--- config.mk ---
export PLATFORM = sky130hd
export DESIGN_NAME = phqr_regs
export DESIGN_NICKNAME = d
export VERILOG_FILES = /design/src/inc/phqr_pkg.sv /design/src/design/phqr_addr_decode.sv /design/src/design/phqr_quad_decode.sv /design/src/design/phqr_regs.sv
export SDC_FILE = /design/constraint.sdc
export NUM_CORES = 1
export LEC_CHECK = 0
export BUFFER_PORTS_ARGS = -buffer_cell sky130_fd_sc_hd__buf_2
export CAP_MARGIN = 20
export CORE_MARGIN = 2
export CORE_UTILIZATION = 45
export CTS_BUF_LIST = sky130_fd_sc_hd__clkbuf_8
export CTS_CLUSTER_DIAMETER = 30
export DETAILED_ROUTE_END_ITERATION = 6
export GPL_ROUTABILITY_DRIVEN = 1
export HOLD_SLACK_MARGIN = 0.06
export PLACE_DENSITY = 0.71
export SLEW_MARGIN = 40
export SYNTH_ARGS = -nofsm -noshare
export SYNTH_HDL_FRONTEND = slang
export SYNTH_SLANG_ARGS = --single-unit
--- constraint.sdc ---
create_clock -name clk_sys_i -period 1 [get_ports clk_sys_i]
set_input_delay 0.2 -clock clk_sys_i [delete_from_list [all_inputs] [get_ports clk_sys_i]]
set_output_delay 0.2 -clock clk_sys_i [all_outputs]
set_load 0.01 [all_outputs]
--- src/inc/phqr_pkg.sv ---
// Shared constants and types of the packet header quadlet register bank.
package phqr_pkg;

  localparam int          PHQR_AW          = 8;
  localparam int          PHQR_DW          = 32;
  localparam int          PHQR_NUM_HDR     = 4;

  // Byte addresses of the four header quadlet registers.
  localparam logic [7:0]  PHQR_OFF_HQ0     = 8'h38;
  localparam logic [7:0]  PHQR_OFF_HQ1     = 8'h3C;
  localparam logic [7:0]  PHQR_OFF_HQ2     = 8'h40;
  localparam logic [7:0]  PHQR_OFF_HQ3     = 8'h44;
  localparam logic [31:0] PHQR_HQ_RESET    = 32'h0000_0000;
  localparam logic [31:0] PHQR_RD_IDLE     = 32'h0000_0000;

  // Asynchronous first quadlet fields.
  localparam int          PHQR_SPEED_LSB   = 14;
  localparam int          PHQR_TLABEL_LSB  = 16;
  localparam int          PHQR_RETRY_LSB   = 22;
  localparam int          PHQR_TCODE_LSB   = 24;
  localparam int          PHQR_PRIO_LSB    = 28;
  // Second asynchronous quadlet field.
  localparam int          PHQR_TARGET_LSB  = 0;
  // Isochronous header fields.
  localparam int          PHQR_LEN_LSB     = 0;
  localparam int          PHQR_TAG_LSB     = 16;
  localparam int          PHQR_CHAN_LSB    = 18;
  localparam int          PHQR_SYNC_LSB    = 28;

  localparam logic [1:0]  PHQR_SPEED_100   = 2'h0;
  localparam logic [1:0]  PHQR_SPEED_200   = 2'h1;
  localparam logic [1:0]  PHQR_SPEED_400   = 2'h2;

  typedef enum logic [1:0] {
    PHQR_MODE_INSERT_TX = 2'b01,
    PHQR_MODE_CAPTURE   = 2'b10
  } phqr_mode_type;

  typedef struct packed {
    logic [7:0]  addr;
    logic [31:0] wdata;
    logic        wr;
    logic        rd;
  } phqr_bus_req_type;

  typedef struct packed {
    logic        valid;
    logic [1:0]  index;
    logic [31:0] data;
  } phqr_rx_hdr_type;

  typedef struct packed {
    logic [1:0]  speed;
    logic        speed_ok;
    logic [5:0]  tlabel;
    logic [1:0]  retry_code;
    logic [3:0]  tcode;
    logic [3:0]  priority_code;
  } phqr_async_q0_type;

  // A cleared quadlet decodes to the legal 100 Mb/s code, so the registered view starts valid.
  localparam phqr_async_q0_type PHQR_ASYNC_Q0_RESET = '{speed_ok: 1'b1, default: '0};

  typedef struct packed {
    logic [15:0] data_length;
    logic [1:0]  tag;
    logic [5:0]  channel;
    logic [3:0]  tcode;
    logic [3:0]  sync_bits;
  } phqr_iso_type;

  typedef logic [PHQR_NUM_HDR-1:0][31:0]   phqr_bank_type;
  typedef phqr_iso_type [PHQR_NUM_HDR-1:0] phqr_iso_bank_type;

  typedef struct packed {
    phqr_mode_type     mode;
    phqr_bank_type     hdr;
    logic [31:0]       rdata;
    logic              wr_refused;
    phqr_async_q0_type async_q0;
    logic [15:0]       target_node_id;
    phqr_iso_bank_type iso;
  } phqr_state_type;

endpackage : phqr_pkg

--- src/design/phqr_addr_decode.sv ---
// Address decoder that maps a byte address onto one of the header quadlets.
module phqr_addr_decode
  import phqr_pkg::*;
(
  input  wire logic [7:0] addr_i,
  output logic            hit_o,
  output logic [1:0]      index_o
);

  always_comb begin
    hit_o   = 1'b0;
    index_o = 2'h0;
    case (addr_i)
      PHQR_OFF_HQ0: begin
        hit_o   = 1'b1;
        index_o = 2'h0;
      end
      PHQR_OFF_HQ1: begin
        hit_o   = 1'b1;
        index_o = 2'h1;
      end
      PHQR_OFF_HQ2: begin
        hit_o   = 1'b1;
        index_o = 2'h2;
      end
      PHQR_OFF_HQ3: begin
        hit_o   = 1'b1;
        index_o = 2'h3;
      end
      default: begin
        hit_o   = 1'b0;
        index_o = 2'h0;
      end
    endcase
  end

endmodule : phqr_addr_decode

--- src/design/phqr_quad_decode.sv ---
// Field splitter for one header quadlet, in both asynchronous and isochronous layout.
module phqr_quad_decode
  import phqr_pkg::*;
(
  input  wire logic [31:0]       quadlet_i,
  input  wire logic              backplane_phy_i,
  output phqr_async_q0_type      async_o,
  output phqr_iso_type           iso_o
);

  always_comb begin
    async_o.speed         = quadlet_i[PHQR_SPEED_LSB +: 2];
    // The top code has no rate assigned, so the mover must not use it.
    async_o.speed_ok      = (quadlet_i[PHQR_SPEED_LSB +: 2] == PHQR_SPEED_100) ||
                            (quadlet_i[PHQR_SPEED_LSB +: 2] == PHQR_SPEED_200) ||
                            (quadlet_i[PHQR_SPEED_LSB +: 2] == PHQR_SPEED_400);
    async_o.tlabel        = quadlet_i[PHQR_TLABEL_LSB +: 6];
    async_o.retry_code    = quadlet_i[PHQR_RETRY_LSB +: 2];
    async_o.tcode         = quadlet_i[PHQR_TCODE_LSB +: 4];
    // Without a backplane physical layer the priority carries no meaning.
    async_o.priority_code = backplane_phy_i ? quadlet_i[PHQR_PRIO_LSB +: 4] : 4'h0;
    iso_o.data_length     = quadlet_i[PHQR_LEN_LSB +: 16];
    iso_o.tag             = quadlet_i[PHQR_TAG_LSB +: 2];
    iso_o.channel         = quadlet_i[PHQR_CHAN_LSB +: 6];
    iso_o.tcode           = quadlet_i[PHQR_TCODE_LSB +: 4];
    iso_o.sync_bits       = quadlet_i[PHQR_SYNC_LSB +: 4];
  end

endmodule : phqr_quad_decode

--- src/design/phqr_regs.sv ---
// Header quadlet register bank of the link data mover, with decoded header fields.
module phqr_regs
  import phqr_pkg::*;
(
  input  wire logic                clk_sys_i,
  input  wire logic                reset_n_i,
  input  wire phqr_pkg::phqr_bus_req_type bus_i,
  input  wire phqr_pkg::phqr_rx_hdr_type  rx_hdr_i,
  input  wire logic                mover_header_mode_select_i,
  input  wire logic                mover_receive_select_i,
  input  wire logic                backplane_phy_i,
  output logic [31:0]              rd_data_o,
  output logic                     wr_refused_o,
  output logic                     insert_tx_o,
  output phqr_pkg::phqr_bank_type  hdr_o,
  output phqr_pkg::phqr_async_q0_type async_q0_o,
  output logic [15:0]              target_node_id_o,
  output phqr_pkg::phqr_iso_bank_type iso_hdr_o
);

  import phqr_pkg::*;

  phqr_state_type    s_q;
  phqr_state_type    s_d;
  logic              bus_hit;
  logic [1:0]        bus_idx;
  logic              insert_tx;
  phqr_async_q0_type async_dec [PHQR_NUM_HDR];
  phqr_iso_type      iso_dec   [PHQR_NUM_HDR];

  // The bank is addressed by a two-bit index; other sizes need a new decoder.
  initial begin
    if (PHQR_NUM_HDR != 4) begin
      $error("phqr_regs serves exactly four header quadlets");
    end
  end

  phqr_addr_decode u_addr_decode (
    .addr_i  (bus_i.addr),
    .hit_o   (bus_hit),
    .index_o (bus_idx)
  );

  // Every quadlet is split in both layouts, since quadlets 1 to 3 may carry
  // isochronous headers of later packets in the same cycle.
  for (genvar g = 0; g < PHQR_NUM_HDR; g++) begin : g_decode
    phqr_quad_decode u_quad_decode (
      .quadlet_i       (s_q.hdr[g]),
      .backplane_phy_i (backplane_phy_i),
      .async_o         (async_dec[g]),
      .iso_o           (iso_dec[g])
    );
  end

  // Software ownership needs insert mode and transmit direction together.
  assign insert_tx = !mover_header_mode_select_i && !mover_receive_select_i;

  always_comb begin
    s_d            = s_q;
    s_d.mode       = insert_tx ? PHQR_MODE_INSERT_TX : PHQR_MODE_CAPTURE;
    s_d.wr_refused = 1'b0;
    s_d.rdata      = PHQR_RD_IDLE;

    // Writes and captures never meet: the mode decides who owns the bank.
    if (bus_i.wr && bus_hit) begin
      if (insert_tx) begin
        s_d.hdr[bus_idx] = bus_i.wdata;
      end else begin
        s_d.wr_refused = 1'b1;
      end
    end

    if (rx_hdr_i.valid && !insert_tx) begin
      s_d.hdr[rx_hdr_i.index] = rx_hdr_i.data;
    end

    // Reads return the value before any write of the same cycle.
    if (bus_i.rd && bus_hit) begin
      s_d.rdata = s_q.hdr[bus_idx];
    end

    s_d.async_q0       = async_dec[0];
    s_d.target_node_id = s_q.hdr[1][PHQR_TARGET_LSB +: 16];
    for (int i = 0; i < PHQR_NUM_HDR; i++) begin
      s_d.iso[i] = iso_dec[i];
    end
  end

  always_ff @(posedge clk_sys_i or negedge reset_n_i) begin
    if (!reset_n_i) begin
      s_q.mode           <= PHQR_MODE_INSERT_TX;
      s_q.hdr            <= {PHQR_NUM_HDR{PHQR_HQ_RESET}};
      s_q.rdata          <= PHQR_RD_IDLE;
      s_q.wr_refused     <= 1'b0;
      s_q.async_q0       <= PHQR_ASYNC_Q0_RESET;
      s_q.target_node_id <= 16'h0000;
      s_q.iso            <= '0;
    end else begin
      s_q <= s_d;
    end
  end

  assign rd_data_o        = s_q.rdata;
  assign wr_refused_o     = s_q.wr_refused;
  assign insert_tx_o      = (s_q.mode == PHQR_MODE_INSERT_TX);
  assign hdr_o            = s_q.hdr;
  assign async_q0_o       = s_q.async_q0;
  assign target_node_id_o = s_q.target_node_id;
  assign iso_hdr_o        = s_q.iso;
endmodule : phqr_regs

Word-level counts from Yosys, hierarchy flattened
Index checks and enable logic that the tools add are counted.

operators by class
  magnitude comparators = 4
  equal/unequal tests = 7
  muxes and demuxes = 18
  reduce and logical (&&, ||, !) cells = 13

operators with widths
  kind                  count
  $mux W128             3
  $bwmux W128           2
  $demux W32 S2         2
  $mux W32              4
  $bmux W32 S2          1
  $eq A8 B6 Y1 const B  2
  $eq A8 B7 Y1 const B  2
  $logic_and A1 B1 Y1   6
  $lt A2 B3 Y1 const B  2
  $pmux W2 S3           1
  $eq A2 B1 Y1 const B  2
  $ge A2 B1 Y1 const B  2
  $mux W4               1
  $reduce_or A4 Y1      1
  $logic_not A1 Y1      3
  $mux W1               3
  $eq A2 B2 Y1 const B  1
  $logic_not A2 Y1      1
  $logic_or A1 B1 Y1    2
  $mux W2               1

storage, ports and cells
  register bits = 306
  input bits = 82
  output and inout port bits = 325
  word-level logic and storage cells = 74

Logic depth before layout (Yosys ltp)
  depth after elaboration = 11
  gate-level depth with buffers = 6
  depth with buffers taken out = 3

Cells and area by module
Synthesis repeated with hierarchy kept, for this count alone.

second synthesis, totals
  cells, all modules = 1571
  area, all modules = 16652.2 µm²

by module, submodules not included
  module            instances  cells an instance  area each (µm²)  sequential area each (µm²)
  phqr_regs         1          1360               15102.0          8160.3
  phqr_quad_decode  4          51                 374.1            0.0
  phqr_addr_decode  1          7                  53.8             0.0

Worst setup path after synthesis
No wires, ideal clock.

  path type = input to register
  start point = input port mover_receive_select_i
  end point = register s_q, in the netlist hdr_o[10]
  data arrival time = 1409 ps
  data required time = 859 ps
  slack = -550 ps
  stages on the path = 6
  path buffers = 3
  cells stage by stage = buf_2 -> or4b_4 -> buf_6 -> buf_6 -> o31ai_2 -> a31oi_1

RTL lines
  what                RTL line         source
  start: declaration  phqr_regs.sv:10  input wire logic mover_receive_select_i,
  end: declaration    phqr_regs.sv:23  phqr_state_type s_q;

Worst setup path in the final report
  start point = register s_q[324] (netlist bit)
  end point = output port insert_tx_o

on the way
  longest elaborated chain between the ends = 1

RTL lines
  what              RTL line          source
  $eq A2 B1 Y1      phqr_regs.sv:105  assign insert_tx_o = (s_q.mode == PHQR_MODE_INSERT_TX);
  end: declaration  phqr_regs.sv:14   output logic insert_tx_o,

No other way between the ends.

==> impl_metrics.yaml <==
outcome:
  outcome: "finished, violations left"
  violations: "design-rule violations, negative setup slack"
routing:
  totalWireLength_mm: 66.9
  num_vias: 14800
  drc: 1
  viasPerCell: 6.45
  drt_iter0_markers: 2047
  ant_nets: 0
  wire_per_inst_um: 29.2
  dr.pass1.iters: 7
logic_synthesis:
  synth_seq_cells: 296
  netlist_area_um2: 14900
  syn_inst: 1397
  synth_fp_nets: 1479
  syn_area_per_cell_um2: 10.7
  synthArstFlopShare_pct: 100
  synthFlopType: "dfrtp_1"
  yosysSeqAreaShare_pct: 49.6
  synth-edff-count: 0
  ys.warnings.count: 0
  synth_cell_type_count: 37
clocking:
  path_clk_slew_ns: 0.05
  clk_latency_ns: 0.61
  root_buffer: "clkbuf_8"
  cts_tree: "built"
  cts_buffer_depth: 3
  cts_buffers: 68
  clock_sinks: 296
  h-tree-depth: 3
sta:
  max_freq_ghz: 0.645
  period_needed_ns: 1.55
  setup_viol: 476
  finClkSkew_ns: 0.0346
  finalHoldViolations: 0
  layout_setup_ws_ns: -0.551
  whs_ns: 0.102
  max_slew_margin_pct: 62.5
  worstMarginPinSlew_ns: 0.563
  grt_setup_unrepaired: "yes"
  slew_violations: 0
  fin_crit_sh_pct: 155
floorplanning:
  die-area_um2: 34600
  die_h_um: 186
  io_pins: 407
  initial_core_util_pct: 45.8
  fp.coreArea_um2: 32600
  num_rows: 66
  die_w_um: 186
grt:
  grt_pass1_wl_mm: 80.7
  first_global_vias: 13900
  grt_use_total_pct: 30.5
  grt-ovfl-total: 0
  grt_max_degree: 67
  antenna_found_initial: 4
final_layout:
  final_cell_mix: "buf_2, dfrtp_1, buf_4"
  drive_gt1_share_pct: 53.3
  syn_to_final_growth_pct: 52.0
  fin_nets: 1881
  final_common_cell: "buf_2"
  postLayoutCellArea_um2: 22700
  finish.utilization_pct: 69.6
place:
  place_area_um2: 15900
  io_buffers: 406
  dp_hpwl_mm: 29.9
  gp_congestion: 0.795
pwr:
  power_density_nw_per_um2: 2000
  power_leakage_nw: 9.60
  ir_worst_vdd_uv: 1360
hold_path:
  min_path_type: "in -> reg"
critical_path:
  critPathLaunchType: "flip-flop"
  crit_required_ns: 0.80
  arrival_ns: 1.35
  cp_max_fo: 1
  criticalPathCategory: "reg -> out"
  end_kind: "output port"
run:
  drv_cap: 0
[cell type report]
class	instances	area, um2
clock inverter	44	599
timing repair buffer	793	7230
fill	2085	9930
inverter	3	11.3
tap	442	553
sequential	296	7430
clock buffer	74	1020
antenna	4	10.0
multi-input combinational	637	5840
[timing repair]
item,in CTS,in global routing
cloned,10,39
buffers inserted,133,63
gates resized for setup,121,262
pin swaps,65,158
hold endpoints to repair,428,0
endpoints found under the setup margin,367,445
hold buffers,67,0
[cell families after synthesis]
logic type / after synthesis / synth area share (%)
multiplexers: 64 / 4.29
AND/OR/NAND/NOR: 278 / 11.0
flip-flops: 296 / 49.6
buffers and inverters: 466 / 20.7
AO/OA/AOI/OAI: 293 / 14.4
[metrics by stage]
| stage | power [W] | worst slack [ns] | std cells | TNS (ns) |
|---|---|---|---|---|
| 2_1_floorplan | 0.0223 | -0.542 | 1397 | -57.15 |
| 3_3_place_gp | 0.0231 | -0.654 | 1882 | -87.65 |
| 3_5_place_dp | 0.0233 | -0.682 | 1882 | -93.36 |
| 4_1_cts | 0.0425 | -0.558 | 2210 | -109.96 |
| 5_1_grt | 0.0468 | -0.587 | 2292 | -131.64 |
| 6_report | 0.0455 | -0.551 | 2293 | -119.85 |
[synthesized netlist by cell type, types with 2 or more instances]
cell | n | area share (%)
a31oi_1 | 128 | 5.4
and2_1 | 4 | 0.17
buf_1 | 23 | 0.58
buf_2 | 33 | 1.1
buf_4 | 329 | 17
buf_6 | 8 | 0.60
clkbuf_1 | 70 | 1.8
dfrtp_1 | 294 | 49
dfstp_2 | 2 | 0.35
inv_1 | 2 | 0.050
mux2i_1 | 64 | 4.3
nand3_1 | 5 | 0.17
nand4_1 | 128 | 5.4
nor2_1 | 32 | 0.80
nor3_1 | 33 | 1.1
nor4_1 | 64 | 2.7
o22ai_1 | 32 | 1.3
o31ai_1 | 101 | 5.1
o31ai_2 | 27 | 2.3
[critical path, stage by stage (launching register included)]
cell	delay, ns
dfstp_2	0.51
nor2b_4	0.14
buf_6	0.11
[power by group]
group | total (W) | switching [W] | internal (W) | leakage, nW
clock network | 0.0168 | 0.00626 | 0.0105 | 0.824
registers | 0.0156 | 0.00148 | 0.0141 | 3.36
logic | 0.0131 | 0.00659 | 0.00648 | 5.42
[flip-flops by register name, summed over array words and instances (netlist names)]
signal,flops
async_q0_o,8
wr_refused_o,1
s_q,2
hdr_o,128
rd_data_o,32
iso_hdr_o,125
[per-layer routing]
layer	global-route usage [%]	wire [um]
met1	37.2	23700
met2	49.4	29800
met3	9.27	8980
met4	15.0	4390
met5	0	16
[final timing paths]
check / startpoint / slack [ns] / cells after the start / end
max: s_q[324] / -0.55 / 2 / insert_tx_o
min: mover_header_mode_select_i / 0.10 / 4 / s_q[325]
max reg2reg: hdr_o[60] / -0.14 / 3 / rd_data_o[28]
min reg2reg: hdr_o[62] / 0.44 / 0 / iso_hdr_o[34]
max in group asynchronous: reset_n_i / 0.27 / 3 / iso_hdr_o[56]
min in group asynchronous: reset_n_i / 0.19 / 3 / hdr_o[71]
No activity file was read; power rests on OpenSTA's default activity.
